**config.mk**
```make
export PLATFORM = sky130hd
export DESIGN_NAME = dsbs_sequencer
export DESIGN_NICKNAME = d
export VERILOG_FILES = /design/src/dsbs_pkg.sv /design/src/dsbs_sequencer.sv
export SDC_FILE = /design/constraint.sdc
export NUM_CORES = 1
export LEC_CHECK = 0
export ABC_AREA = 1
export ABC_CLOCK_PERIOD_IN_PS = 3100
export BUFFER_PORTS_ARGS = -buffer_cell sky130_fd_sc_hd__buf_2
export CORE_MARGIN = 2
export CORE_UTILIZATION = 32
export CTS_CLUSTER_DIAMETER = 50
export DETAILED_ROUTE_END_ITERATION = 10
export HOLD_SLACK_MARGIN = 0.15
export MAX_ROUTING_LAYER = met4
export PLACE_DENSITY = 0.56
export SLEW_MARGIN = 20
export SYNTH_ARGS = -nofsm -noshare
export SYNTH_HDL_FRONTEND = slang
export SYNTH_SLANG_ARGS = --single-unit
export TNS_END_PERCENT = 100
```
**constraint.sdc**
```tcl
create_clock -name pclk -period 3.1 [get_ports pclk]
set_clock_uncertainty 0.15 [all_clocks]
set_input_delay 0 -clock pclk [delete_from_list [all_inputs] [get_ports pclk]]
set_output_delay 0 -clock pclk [all_outputs]
set_load 0.03 [all_outputs]
```
**src/dsbs_pkg.sv**
```systemverilog
// Constants, encodings and register map of the dual-slope output sequencer
package dsbs_pkg;
  // ----------------------------------------------------------------
  // Clock and pin timing
  // ----------------------------------------------------------------
  localparam int CLK_HZ = 20_000_000;
  localparam int PULSE_MIN_NS = 300;
  // Least pulse time, rounded up to whole clock cycles
  localparam int PULSE_MIN_CYC = (PULSE_MIN_NS * (CLK_HZ / 1_000_000) + 999) / 1000;
  // Run level must stand this long before it counts
  localparam int RUN_FILT_CYC = PULSE_MIN_CYC / 2;
  localparam int TICK_DIV_DEF = 100;
  // ----------------------------------------------------------------
  // Measurement cycle, in converter counts
  // ----------------------------------------------------------------
  localparam int CYCLE_COUNTS = 40002;
  localparam int INT_COUNTS = 10000;
  localparam int DE_LIMIT = 20001;
  localparam int ZI_NORMAL = 200;
  localparam int ZI_OVER = 6200;
  localparam logic [15:0] UNDER_LIMIT_BCD = 16'h1800;
  // ----------------------------------------------------------------
  // Digit scan
  // ----------------------------------------------------------------
  localparam int DIGITS = 5;
  localparam logic [7:0] MSD_LEN = 8'd201;
  localparam logic [7:0] DIGIT_LEN = 8'd200;
  localparam logic [7:0] STROBE_AT = 8'd100;
  localparam logic [2:0] LSD_IDX = 3'd4;
  // ----------------------------------------------------------------
  // Register map (APB, byte addresses)
  // ----------------------------------------------------------------
  localparam logic [7:0] CTRL_ADDR = 8'h00;
  localparam logic [7:0] STATUS_ADDR = 8'h04;
  localparam logic [7:0] RESULT_ADDR = 8'h08;
  localparam int CTRL_HOLD_BIT = 0;
  localparam int ST_BUSY_BIT = 0;
  localparam int ST_OVER_BIT = 1;
  localparam int ST_UNDER_BIT = 2;
  localparam int ST_SIGN_BIT = 3;
  localparam int ST_WAIT_BIT = 4;
  localparam int ST_PHASE_LSB = 8;
  localparam int RES_SIGN_BIT = 20;
  // ----------------------------------------------------------------
  // Phases, one-hot
  // ----------------------------------------------------------------
  typedef enum logic [3:0] {
    offset_null_phase = 4'b0001,
    signal_int_phase = 4'b0010,
    reference_integrate_phase = 4'b0100,
    integrator_reset_phase = 4'b1000
  } dsbs_phase_e;
endpackage

```
**src/dsbs_sequencer.sv**
```systemverilog
// Dual-slope converter sequencer with multiplexed decimal output and APB registers
//
// Operation
// - Run high: new cycle every 40002 counts
// - Run low: finish cycle, then hold result
// - Start pulse over 300ns starts new cycle
// - Start before cycle complete is ignored
// - First strobe 101 counts after cycle end
// - Five half-count strobes per new result
// - Msd select 201 counts on first scan after new result, others 200
// - Scan continues, strobes stop until new result
// - Busy from integrate to crossing or end
// - Result latches load one count after busy
// - Not busy means reset or null phases
// - Overrange set at busy end, cleared at reference
// - Underrange set at busy end, cleared at integrate
// - Sign valid from reference integrate onward
// - Digit selects scanned msd to lsd continuously
// - Overrange blanks selects until reference integrate
// - Decimal bits change with digit select
// - Phases: null, integrate, reference, reset
// - Reset phase 200 counts, 6200 after overrange
// - Counter held one count at reference, null
//
// Implementation choices: register access over APB and the address map.
`timescale 1ns/1ps
module dsbs_sequencer import dsbs_pkg::*; #(
  parameter int TICK_DIV = TICK_DIV_DEF,
  parameter int CYCLE_LEN = CYCLE_COUNTS,
  parameter int INT_LEN = INT_COUNTS,
  parameter int DE_MAX = DE_LIMIT,
  parameter int ZI_LONG = ZI_OVER
) (
  input wire logic pclk,
  input wire logic presetn,
  input wire logic psel,
  input wire logic penable,
  input wire logic pwrite,
  input wire logic [7:0] paddr,
  input wire logic [31:0] pwdata,
  output logic [31:0] prdata,
  output logic pready,
  output logic pslverr,
  input wire logic run_hold,
  input wire logic comp_above,
  output logic busy,
  output logic overrange,
  output logic underrange,
  output logic sign_pos,
  output logic strobe_n,
  output logic digit_select_msd,
  output logic digit_select_fourth,
  output logic digit_select_third,
  output logic digit_select_second,
  output logic digit_select_lsd,
  output logic decimal_bit_eight,
  output logic decimal_bit_four,
  output logic decimal_bit_two,
  output logic decimal_bit_one
);
  // ----------------------------------------------------------------
  // Helpers
  // ----------------------------------------------------------------
  localparam logic [15:0] CYC_END = 16'(CYCLE_LEN - 1);
  localparam logic [15:0] INT_END = 16'(INT_LEN - 1);
  localparam logic [15:0] DE_END = 16'(INT_LEN + DE_MAX - 1);
  localparam logic [15:0] ZI_SHORT_END = 16'(ZI_NORMAL - 1);
  localparam logic [15:0] ZI_LONG_END = 16'(ZI_LONG - 1);
  localparam logic [15:0] DIV_END = 16'(TICK_DIV - 1);
  localparam logic [15:0] HALF_LEN = 16'(TICK_DIV / 2);
  localparam logic [2:0] FILT_END = 3'(RUN_FILT_CYC);

  function automatic logic [19:0] bcd_inc(input logic [19:0] v);
    logic [19:0] r;
    logic carry;
    r = v;
    carry = 1'b1;
    for (int i = 0; i < DIGITS; i++) begin
      if (carry) begin
        if (r[4*i +: 4] == 4'h9) begin
          r[4*i +: 4] = 4'h0;
        end else begin
          r[4*i +: 4] = r[4*i +: 4] + 4'h1;
          carry = 1'b0;
        end
      end
    end
    return r;
  endfunction

  function automatic logic [3:0] digit_of(input logic [19:0] v, input logic [2:0] idx);
    // Index 0 is the most significant digit
    return v[4*(LSD_IDX - idx) +: 4];
  endfunction

  // ----------------------------------------------------------------
  // Pin synchronisers and count divider
  // ----------------------------------------------------------------
  logic rh_s1, rh_s2, rh_s3, cp_s1, cp_s2, cp_s3;
  logic run_lvl, next_run_lvl, comp_lvl, next_comp_lvl, tick, next_tick;
  logic [2:0] filt, next_filt;
  logic [15:0] div_cnt, next_div_cnt;

  always_comb begin
    next_filt = filt;
    next_run_lvl = run_lvl;
    // Filter stops sub-pulse noise yet passes any 300ns pulse
    if (rh_s2 != rh_s3 || rh_s3 == run_lvl) begin
      next_filt = 3'h0;
    end else if (filt == FILT_END) begin
      next_run_lvl = rh_s3;
    end else begin
      next_filt = filt + 3'h1;
    end
    next_comp_lvl = (cp_s2 == cp_s3) ? cp_s3 : comp_lvl;
    next_tick = (div_cnt == DIV_END);
    next_div_cnt = next_tick ? 16'h0000 : div_cnt + 16'h0001;
  end

  always_ff @(posedge pclk or negedge presetn) begin
    if (!presetn) begin
      {rh_s1, rh_s2, rh_s3, cp_s1, cp_s2, cp_s3} <= 6'h00;
      run_lvl <= 1'b0;
      comp_lvl <= 1'b0;
      filt <= 3'h0;
      tick <= 1'b0;
      div_cnt <= 16'h0000;
    end else begin
      {rh_s1, rh_s2, rh_s3} <= {run_hold, rh_s1, rh_s2};
      {cp_s1, cp_s2, cp_s3} <= {comp_above, cp_s1, cp_s2};
      run_lvl <= next_run_lvl;
      comp_lvl <= next_comp_lvl;
      filt <= next_filt;
      tick <= next_tick;
      div_cnt <= next_div_cnt;
    end
  end

  // ----------------------------------------------------------------
  // Measurement sequencer
  // ----------------------------------------------------------------
  dsbs_phase_e phase, next_phase;
  logic [15:0] cyc, next_cyc, zi_cnt, next_zi_cnt;
  logic [19:0] res, next_res, res_lat, next_res_lat;
  logic holdoff, next_holdoff, comp_q, next_comp_q, start_req, next_start_req;
  logic ov_now, next_ov_now, latch_pend, next_latch_pend, new_res, next_new_res;
  logic next_busy, next_over, next_under, next_sign, soft_hold, ref_start;
  logic waiting;

  assign waiting = (phase == offset_null_phase) && (cyc == CYC_END);

  always_comb begin
    next_phase = phase;
    next_cyc = cyc;
    next_zi_cnt = zi_cnt;
    next_res = res;
    next_res_lat = res_lat;
    next_holdoff = holdoff;
    next_comp_q = comp_q;
    next_ov_now = ov_now;
    next_latch_pend = latch_pend;
    // Held until the scan's next tick takes it
    next_new_res = tick ? 1'b0 : new_res;
    next_busy = busy;
    next_over = overrange;
    next_under = underrange;
    next_sign = sign_pos;
    ref_start = 1'b0;
    // Pulse taken only once the full cycle is done
    next_start_req = waiting ? (start_req | (run_lvl & ~soft_hold)) : 1'b0;
    if (tick) begin
      next_comp_q = comp_lvl;
      if (phase != offset_null_phase || cyc != CYC_END) begin
        next_cyc = cyc + 16'h0001;
      end
      if (latch_pend) begin
        next_latch_pend = 1'b0;
        next_res_lat = ov_now ? 20'h00000 : res;
        next_over = ov_now;
        next_under = ~ov_now && (res[19:16] == 4'h0) && (res[15:0] <= UNDER_LIMIT_BCD);
        next_new_res = 1'b1;
      end
      case (phase)
        offset_null_phase: begin
          next_res = 20'h00000; // Counter held off through null
          if (cyc == CYC_END && start_req) begin
            // Free-run wraps here; a held converter waits here
            next_start_req = 1'b0;
            next_cyc = 16'h0000;
            next_phase = signal_int_phase;
            next_busy = 1'b1;
            next_under = 1'b0;
          end
        end
        signal_int_phase: begin
          if (cyc == INT_END) begin
            next_phase = reference_integrate_phase;
            next_sign = comp_lvl; // Zero still reads positive
            next_over = 1'b0;
            next_holdoff = 1'b1;
            next_ov_now = 1'b0;
            ref_start = 1'b1;
          end
        end
        reference_integrate_phase: begin
          if (holdoff) begin
            next_holdoff = 1'b0; // Covers comparator flop delay
          end else if (comp_q != sign_pos) begin
            next_busy = 1'b0; // Crossing ends busy
            next_latch_pend = 1'b1;
            next_phase = integrator_reset_phase;
            next_zi_cnt = 16'h0000;
          end else if (cyc == DE_END) begin
            next_busy = 1'b0; // Limit reached, overrange
            next_ov_now = 1'b1;
            next_latch_pend = 1'b1;
            next_phase = integrator_reset_phase;
            next_zi_cnt = 16'h0000;
          end else begin
            next_res = bcd_inc(res);
          end
        end
        integrator_reset_phase: begin
          next_zi_cnt = zi_cnt + 16'h0001;
          if (zi_cnt == (ov_now ? ZI_LONG_END : ZI_SHORT_END)) begin
            next_phase = offset_null_phase; // Back to null
          end
        end
        default: begin
          next_phase = offset_null_phase;
        end
      endcase
    end
  end

  always_ff @(posedge pclk or negedge presetn) begin
    if (!presetn) begin
      phase <= offset_null_phase;
      cyc <= 16'h0000;
      zi_cnt <= 16'h0000;
      res <= 20'h00000;
      res_lat <= 20'h00000;
      {holdoff, comp_q, start_req, ov_now, latch_pend, new_res} <= 6'h00;
      {busy, overrange, underrange, sign_pos} <= 4'h0;
    end else begin
      phase <= next_phase;
      cyc <= next_cyc;
      zi_cnt <= next_zi_cnt;
      res <= next_res;
      res_lat <= next_res_lat;
      {holdoff, comp_q, start_req} <= {next_holdoff, next_comp_q, next_start_req};
      {ov_now, latch_pend, new_res} <= {next_ov_now, next_latch_pend, next_new_res};
      {busy, overrange, underrange, sign_pos} <= {next_busy, next_over, next_under, next_sign};
    end
  end

  // ----------------------------------------------------------------
  // Digit scan and strobes
  // ----------------------------------------------------------------
  logic [2:0] idx, next_idx, left, next_left;
  logic [7:0] dcnt, next_dcnt;
  logic msd_long, next_msd_long, blank, next_blank, ref_pend, next_ref_pend;
  logic [15:0] stb_cnt, next_stb_cnt;
  logic next_strobe_n;
  logic [4:0] dsel, next_dsel;
  logic [3:0] bcd, next_bcd;

  always_comb begin
    next_idx = idx;
    next_left = left;
    next_dcnt = dcnt;
    next_msd_long = msd_long;
    next_blank = blank;
    next_stb_cnt = stb_cnt;
    next_strobe_n = strobe_n;
    // Reference start comes from the tick before; carry it one tick
    next_ref_pend = ref_pend;
    if (stb_cnt != 16'h0000) begin
      next_stb_cnt = stb_cnt - 16'h0001;
      next_strobe_n = (stb_cnt == 16'h0001); // Low half a count
    end
    if (tick) begin
      next_ref_pend = ref_start;
      if (new_res) begin
        next_idx = 3'h0; // Msd rises at cycle end
        next_dcnt = 8'h00;
        next_left = 3'(DIGITS);
        next_msd_long = 1'b1;
        next_blank = 1'b0;
      end else if (blank) begin
        if (ref_pend) begin
          next_blank = 1'b0; // Restart at msd
          next_idx = 3'h0;
          next_dcnt = 8'h00;
        end
      end else begin
        next_dcnt = dcnt + 8'h01;
        if (left != 3'h0 && dcnt == STROBE_AT - 8'h01 + {7'h00, msd_long}) begin
          next_left = left - 3'h1; // Centred strobe
          next_stb_cnt = HALF_LEN;
          next_strobe_n = 1'b0;
        end
        if (dcnt == (msd_long ? MSD_LEN : DIGIT_LEN) - 8'h01) begin
          next_dcnt = 8'h00;
          next_msd_long = 1'b0;
          next_idx = (idx == LSD_IDX) ? 3'h0 : idx + 3'h1;
          // Blank after the strobe run on overrange
          if (idx == LSD_IDX && left == 3'h0 && overrange) begin
            next_blank = 1'b1;
          end
        end
      end
    end
    next_dsel = dsel;
    next_bcd = bcd;
    // Bits move only with the select, so a new result never flips them mid digit
    if (tick) begin
      next_dsel = next_blank ? 5'h00 : 5'(5'h10 >> next_idx);
      next_bcd = next_blank ? 4'h0 : digit_of(res_lat, next_idx);
    end
  end

  always_ff @(posedge pclk or negedge presetn) begin
    if (!presetn) begin
      idx <= 3'h0;
      left <= 3'h0;
      dcnt <= 8'h00;
      {msd_long, blank, ref_pend} <= 3'h0;
      stb_cnt <= 16'h0000;
      strobe_n <= 1'b1;
      dsel <= 5'h00;
      bcd <= 4'h0;
    end else begin
      idx <= next_idx;
      left <= next_left;
      dcnt <= next_dcnt;
      {msd_long, blank, ref_pend} <= {next_msd_long, next_blank, next_ref_pend};
      stb_cnt <= next_stb_cnt;
      strobe_n <= next_strobe_n;
      dsel <= next_dsel;
      bcd <= next_bcd;
    end
  end

  assign {digit_select_msd, digit_select_fourth, digit_select_third} = dsel[4:2];
  assign {digit_select_second, digit_select_lsd} = dsel[1:0];
  assign {decimal_bit_eight, decimal_bit_four, decimal_bit_two, decimal_bit_one} = bcd;

  // ----------------------------------------------------------------
  // APB slave, zero wait states
  // ----------------------------------------------------------------
  logic [31:0] next_prdata;
  logic next_pslverr, next_soft_hold;

  always_comb begin
    next_prdata = prdata;
    next_pslverr = pslverr;
    next_soft_hold = soft_hold;
    if (psel && !penable) begin
      next_prdata = 32'h00000000;
      next_pslverr = 1'b0;
      case (paddr)
        CTRL_ADDR: next_prdata[CTRL_HOLD_BIT] = soft_hold;
        STATUS_ADDR: begin
          next_prdata[ST_BUSY_BIT] = busy;
          next_prdata[ST_OVER_BIT] = overrange;
          next_prdata[ST_UNDER_BIT] = underrange;
          next_prdata[ST_SIGN_BIT] = sign_pos;
          next_prdata[ST_WAIT_BIT] = waiting;
          next_prdata[ST_PHASE_LSB +: 4] = phase;
        end
        RESULT_ADDR: begin
          next_prdata[19:0] = res_lat;
          next_prdata[RES_SIGN_BIT] = sign_pos;
        end
        default: next_pslverr = 1'b1;
      endcase
    end
    // Software hold acts as the run pin held low
    if (psel && penable && pwrite && paddr == CTRL_ADDR) begin
      next_soft_hold = pwdata[CTRL_HOLD_BIT];
    end
  end

  always_ff @(posedge pclk or negedge presetn) begin
    if (!presetn) begin
      prdata <= 32'h00000000;
      pslverr <= 1'b0;
      pready <= 1'b0;
      soft_hold <= 1'b0;
    end else begin
      prdata <= next_prdata;
      pslverr <= next_pslverr;
      pready <= 1'b1;
      soft_hold <= next_soft_hold;
    end
  end
endmodule
```
Yosys cells after proc, flatten, opt, wreduce, memory -nomap -nowiden
Index checks and enable logic that the tools add are counted.
{ "word_totals": {"regBits": 181, "in_bits": 47, "output_inout_bits": 48, "wordCells": 282} }
{ "op_classes": {"eq_ne": 42, "n_lt_le_gt_ge": 1, "n_shift": 2, "n_bitwise": 5, "n_reduce_logical": 41, "addsub": 16, "n_mux": 131} }
{ "op_table": {"columns": ["operator", "count"], "rows": [
  ["2-to-1 mux 16 bit", 12],
  ["2-to-1 mux 20 bit", 4],
  ["2-to-1 mux 1 bit", 71],
  ["2-to-1 mux 4 bit", 16],
  ["adder 16 x 1 -> 16 bit (second input constant)", 3],
  ["case mux 20 bit (2 select lines)", 1],
  ["2-to-1 mux 3 bit", 12],
  ["AND reduction 6 bit", 6],
  ["indexed part select 20 x 33 -> 4 bit", 1],
  ["2-to-1 mux 8 bit", 4],
  ["case mux 16 bit (2 select lines)", 1],
  ["equality test 4 bit (second input constant)", 6],
  ["!= test 2 bit (second input constant)", 12],
  ["adder 4 x 1 -> 4 bit (second input constant)", 5],
  ["equality test 16 x 1 -> 1 bit (second input constant)", 1],
  ["equality test 16 x 13 -> 1 bit", 1],
  ["equality test 16 x 14 -> 1 bit (second input constant)", 1],
  ["equality test 16 x 15 -> 1 bit (second input constant)", 1],
  ["equality test 16 bit (second input constant)", 1],
  ["equality test 16 x 7 -> 1 bit (second input constant)", 1],
  ["equality test 8 bit", 2],
  ["less-or-equal comparator 16 x 13 -> 1 bit (second input constant)", 1],
  ["!= test 16 bit (second input constant)", 1],
  ["case mux 4 bit (2 select lines)", 2],
  ["44 further kinds", 72]
]} }

Logic depth before layout (Yosys ltp)
{ "depth": {"ltp_word": 30, "mapped_depth": 17, "ltp_nobuf": 17} }

Least setup slack after synthesis
OpenSTA, ideal clock, no wires.
{ "synth_timing": {"path_type": "reg-to-reg", "startpoint": "register dcnt[4]", "endpoint": "register bcd[0]", "arrival_ps": 2274, "synth_period_minus_slack_ps": 2489, "n_path_buf": 1, "stages_incl_launch_ff": 17, "slack_ps": 611, "t_required_ps": 2884, "setup_ps": 66, "path_cell_list": "dfrtp_1 inv_1 nand2_1 nor2_1 nand3_1 nor2_2 nand3_1 nand3_2 nand2_1 buf_2 ha_1 inv_1 nor3_2 nand2_1 nand2_1 nand2_1 nand2_1"} }
{ "synth_between": {"elab_chain_cells": 8, "elab_cells_between_ends": 12, "classes_between": "1 x add/sub; 1 x eq/ne; 1 x shift; 9 x mux"} }
{ "synth_lines": {"columns": ["element", "line_no", "text"], "rows": [
  ["start: declaration", "dsbs_sequencer.sv:261", "logic [7:0] dcnt, next_dcnt;"],
  ["start signal: assignment", "dsbs_sequencer.sv:336", "dcnt <= next_dcnt;"],
  ["equality test 8 bit", "dsbs_sequencer.sv:303", "if (dcnt == (msd_long ? MSD_LEN : DIGIT_LEN) - 8'h01) begin"],
  ["2-to-1 mux 3 bit", "dsbs_sequencer.sv:303", null],
  ["2-to-1 mux 3 bit", "dsbs_sequencer.sv:290", "end else if (blank) begin"],
  ["2-to-1 mux 3 bit", "dsbs_sequencer.sv:284", "if (new_res) begin"],
  ["2-to-1 mux 3 bit", "dsbs_sequencer.sv:282", "if (tick) begin"],
  ["net next_idx[0]", "dsbs_sequencer.sv:260", "logic [2:0] idx, next_idx, left, next_left;"],
  ["subtractor 3 x 3 -> 4 bit", "dsbs_sequencer.sv:93", "return v[4*(LSD_IDX - idx) +: 4];"],
  ["indexed part select 20 x 33 -> 4 bit", "dsbs_sequencer.sv:93", null],
  ["2-to-1 mux 4 bit", "dsbs_sequencer.sv:319", "next_bcd = next_blank ? 4'h0 : digit_of(res_lat, next_idx);"],
  ["end signal: assignment", "dsbs_sequencer.sv:341", "bcd <= next_bcd;"],
  ["end: declaration", "dsbs_sequencer.sv:266", "logic [3:0] bcd, next_bcd;"]
]} }
The timed path passes the listed nets, and every way through them passes these cells.
A chain may end at the register's enable or synchronous reset.

Final worst setup path
{ "layout_timing": {"startpoint": "input paddr[6]", "endpoint": "register soft_hold"} }
{ "layout_between": {"elab_chain_cells": 2} }
{ "layout_lines": {"columns": ["element", "line_no", "text"], "rows": [
  ["start: declaration", "dsbs_sequencer.sv:39", "input wire logic [7:0] paddr,"],
  ["logical NOT 8 bit", "dsbs_sequencer.sv:380", "if (psel && penable && pwrite && paddr == CTRL_ADDR) begin"],
  ["logical AND 1 bit", "dsbs_sequencer.sv:380", null],
  ["end signal: assignment", "dsbs_sequencer.sv:395", "soft_hold <= next_soft_hold;"],
  ["end: declaration", "dsbs_sequencer.sv:147", "logic next_busy, next_over, next_under, next_sign, soft_hold, ref_start;"]
]} }
Every way passes these cells.

==> reports/results.tsv <==
stage	metric	value	unit
status	outcome	completed	
synth	number of register bits inferred by synthesis	181	
clocking	root cell of the clock tree	clkbuf_16	
finish	number of nets in the final layout	1308	
synth	most used flip-flop cell after synthesis	dfrtp_1	
sta	transition time of the tightest slew-check pin	756	ps
synth	Post-synth EDFFs	0	
finish	fraction of final layout cells sized beyond drive strength 1	9.82	%
floorplan	Die Height	175	microns
critical_path	cells on worst reg2reg path	16	
finish	ANT cells	0	
critical_path	chain of cells forming the critical path	dlygate4sd3_1 > buf_2 > nor2_1 > dlygate4sd3_1 > nand2_1 > nor2_1 > inv_1 > nor3_2 > nand4_1 > nor2_1 > dlygate4sd3_1 > a21oi_1 > dlygate4sd3_1	
clocking	setup bufs post-CTS	0	
clocking	Inserted Clock Buffers	17	
synth	Post-Syn Instances	1138	
synth	share of synthesized area occupied by flip-flops and latches	48.5	%
synth	Syn. warnings	0	
placed_design	placed cell areas	0.0101	sq mm
power	Power, Total	4840	uW
sta	final critical path time including I/O delays and setup	2920	ps
clocking	H-tree level count	4	
finish	filler instances	2993	
critical_path	endpoint arrival time on the critical path	3100	ps
flow_run	Max Cap Viol	0	
floorplan	die area	0.0306	sq mm
synth	leading area contributor after synthesis	dfrtp_1	
clocking	maximum clock path buffer count	2	
power	sequential group share of total power	49.8	%
synth	number of library cell types mapped by synthesis	50	
detailed_routing	initial DRC count	567	
sta	final number of max-transition violations	0	
placed_design	pre-CTS worst setup slack	222	ps
hold_path	type of the most critical hold path	reg2reg	
detailed_routing	Routed Wire Length	22.6	mm
detailed_routing	routed length per instance	13.9	microns
sta	final cycle utilization of the critical path	94.3	%
power	net switching power figure	1160	uW
floorplan	num rows	62	
critical_path	critical path's slowest cell	dlygate4sd3_1	
synth	Synth top area share	47.9	%
power	power per unit of standard cell area	440	mW/mm^2
detailed_routing	via count of the routed design	7733	
clocking	later-pin clock latency in the skew report	440	ps
finish	final non-filler cell area	0.0110	sq mm
detailed_routing	DRC errors left	0	
placed_design	estimated wirelength of the detail-placed design	16.4	mm
sta	Max transition margin	49.5	%
floorplan	Std-Cell Core Area	0.0287	sq mm
global_route	total gr overflow	0	
synth	Mean Syn Cell Area	8.21	sq um
power	combinational group share of total power	4.4	%
power	switching share of total power	23.9	%
placed_design	total of buffers placed on input and output ports	52	
power	static power due to leakage	0.00530	uW
critical_path	crit path launch type	input port	
hold_path	Hold Path Stages	0	
placed_design	Final Wtd Congestion	0.888	
detailed_routing	vias per std cell	4.76	
sta	final worst slack	177	ps
sta	final count of hold timing violations	0	
critical_path	largest stage delay on the critical path	550	ps
power	worst vdd ir	0.000377	V
floorplan	Initial Utilization	32.6	%
floorplan	DIE WIDTH	175	microns
synth	cell with the most instances after synthesis	nand2_1	
clocking	post-CTS clock slew at the launch and capture registers of the worst setup and hold paths	70	ps
detailed_routing	First-pass DRT Iterations	5	
critical_path	data required time at the worst endpoint	3270	ps
clocking	number of clock sinks	181	
critical_path	type of destination of the critical path	flop	
critical_path	most numerous cell on the critical path	dlygate4sd3_1	
critical_path	top fanout value on the critical path	4	
synth	area of the mapped netlist	0.00935	sq mm
synth	top area cells in the synthesized netlist	dfrtp_1 48%, nand2_1 9.6%, inv_1 6.2%	
detailed_routing	number of antenna-violating nets in the routed design	0	
global_route	first-pass GRT wire length	37.5	mm
sta	sum of negative setup slack	0	ps
power	clock share of power	45.8	%
finish	area growth from synthesis to layout	17.7	%
global_route	antenna violations before repair	0	
power	internal power contribution	3690	uW
global_route	overall routing resource usage	15.7	%
floorplan	top-level port count	95	
clocking	TritonCTS clock tree	built	
global_route	vias in the first global route	7496	
critical_path	Crit Path Class	in2reg	
sta	maximum achievable frequency	0.342	GHz
synth	leading post-synthesis cells by instance count	238 x nand2_1, 179 x dfrtp_1, 154 x inv_1	
sta	worst slack on hold paths	198	ps
synth	share of synthesized flip-flops with an asynchronous set or reset	100	%
sta	final number of setup-violating endpoints	0	
global_route	largest net degree at the start of global routing	66	
-- stage by stage --
stage               util [%]  cells
CTS                     38.2   1626
global route            38.3   1626
detailed placement      35.2   1568
global placement        35.2   1568
floorplan                  -   1148
finish                  38.3   1626
-- cell usage in the layout (no fill, tap or decap), types with 4 or more instances in the layout --
master         count
nand2_1          238
dfrtp_1          179
inv_1            154
nor2_1           106
nand3_1           95
o21ai_0           75
buf_2             51
a21oi_1           48
ha_1              32
nor3_1            29
xor2_1            25
dlygate4sd3_1     25
nor4_1            23
nand4_1           20
clkbuf_16         17
conb_1            12
buf_4             11
o31ai_1            8
nand3b_1           5
xnor2_1            4
nor3_4             4
o22ai_1            4
a22oi_1            4
nor3b_1            4
a22o_1             4
inv_6              4
-- worst max-delay path: cells and delay by family --
kind | cells | cell delay (ps)
AOI/OAI and AO/OA | 1 | 40
buffers and inverters | 6 | 2370
and+or+nand+nor | 6 | 690
-- power by group through the flow --
stage               combinational, uW  sequential, uW  clock [uW]
floorplan                        83.8            2480           0
global placement                  188            2460           0
detailed placement                189            2460           0
CTS                               217            2410        2280
global route                      239            2420        2370
finish                            213            2410        2220
-- layer usage --
layer,track usage (%),wire length [microns],vias up
li1,-,-,3913
met1,21.0,10900,3691
met2,24.8,10700,113
met3,2.87,815,16
met4,3.47,207,0
met5,-,0,-
-- area by class of cell --
class	count	area (sq um)	area share [%]
clock buffer	20	447	4.06
clock inverter	12	141	1.29
inverter	158	593	5.39
multi-input combinational	780	4140	37.6
sequential	181	4530	41.2
tap	384	480	4.37
timing repair buffer	91	669	6.09
-- sequential cells by signal (all words and copies together) (netlist names), 3 cells and up, named ones only --
| signal | cells |
|---|---|
| cyc | 16 |
| left | 3 |
| idx | 3 |
| phase | 4 |
| prdata | 21 |
| dsel | 5 |
| res_lat | 20 |
| stb_cnt | 16 |
| bcd | 4 |
| div_cnt | 16 |
| filt | 3 |
| res | 20 |
| dcnt | 8 |
| zi_cnt | 16 |
-- kinds of logic after synthesis --
| family | Yosys count | share of synthesized area [%] |
|---|---|---|
| AOI/OAI and AO/OA | 166 | 10.2 |
| xor gates and xnor gates | 29 | 2.72 |
| adders and majority gates | 33 | 4.39 |
| buffers and inverters | 187 | 8.02 |
| DFF | 181 | 48.5 |
| other | 2 | 0.0803 |
| and+or+nand+nor | 540 | 26.1 |
-- what timing repair did --
item                       in CTS  in global routing
hold endpoints to repair      206                  0
setup endpoints to repair       0                  6
hold buffers                   26                  0
resized for setup               0                  5
-- worst paths after layout --
path	start	end	slack [ps]
max	paddr[6]	soft_hold$_DFFE_PN0P_	180
min	cp_s1$_DFF_PN0_	cp_s2$_DFF_PN0_	200
max reg2reg	dcnt[4]$_DFFE_PN0P_	bcd[0]$_DFFE_PN0P_	270
min reg2reg	cp_s1$_DFF_PN0_	cp_s2$_DFF_PN0_	200
max in group asynchronous	presetn	div_cnt[1]$_DFF_PN0_	1880
min in group asynchronous	presetn	strobe_n$_DFF_PN1_	550
Power figures use the tool's default switching activity.
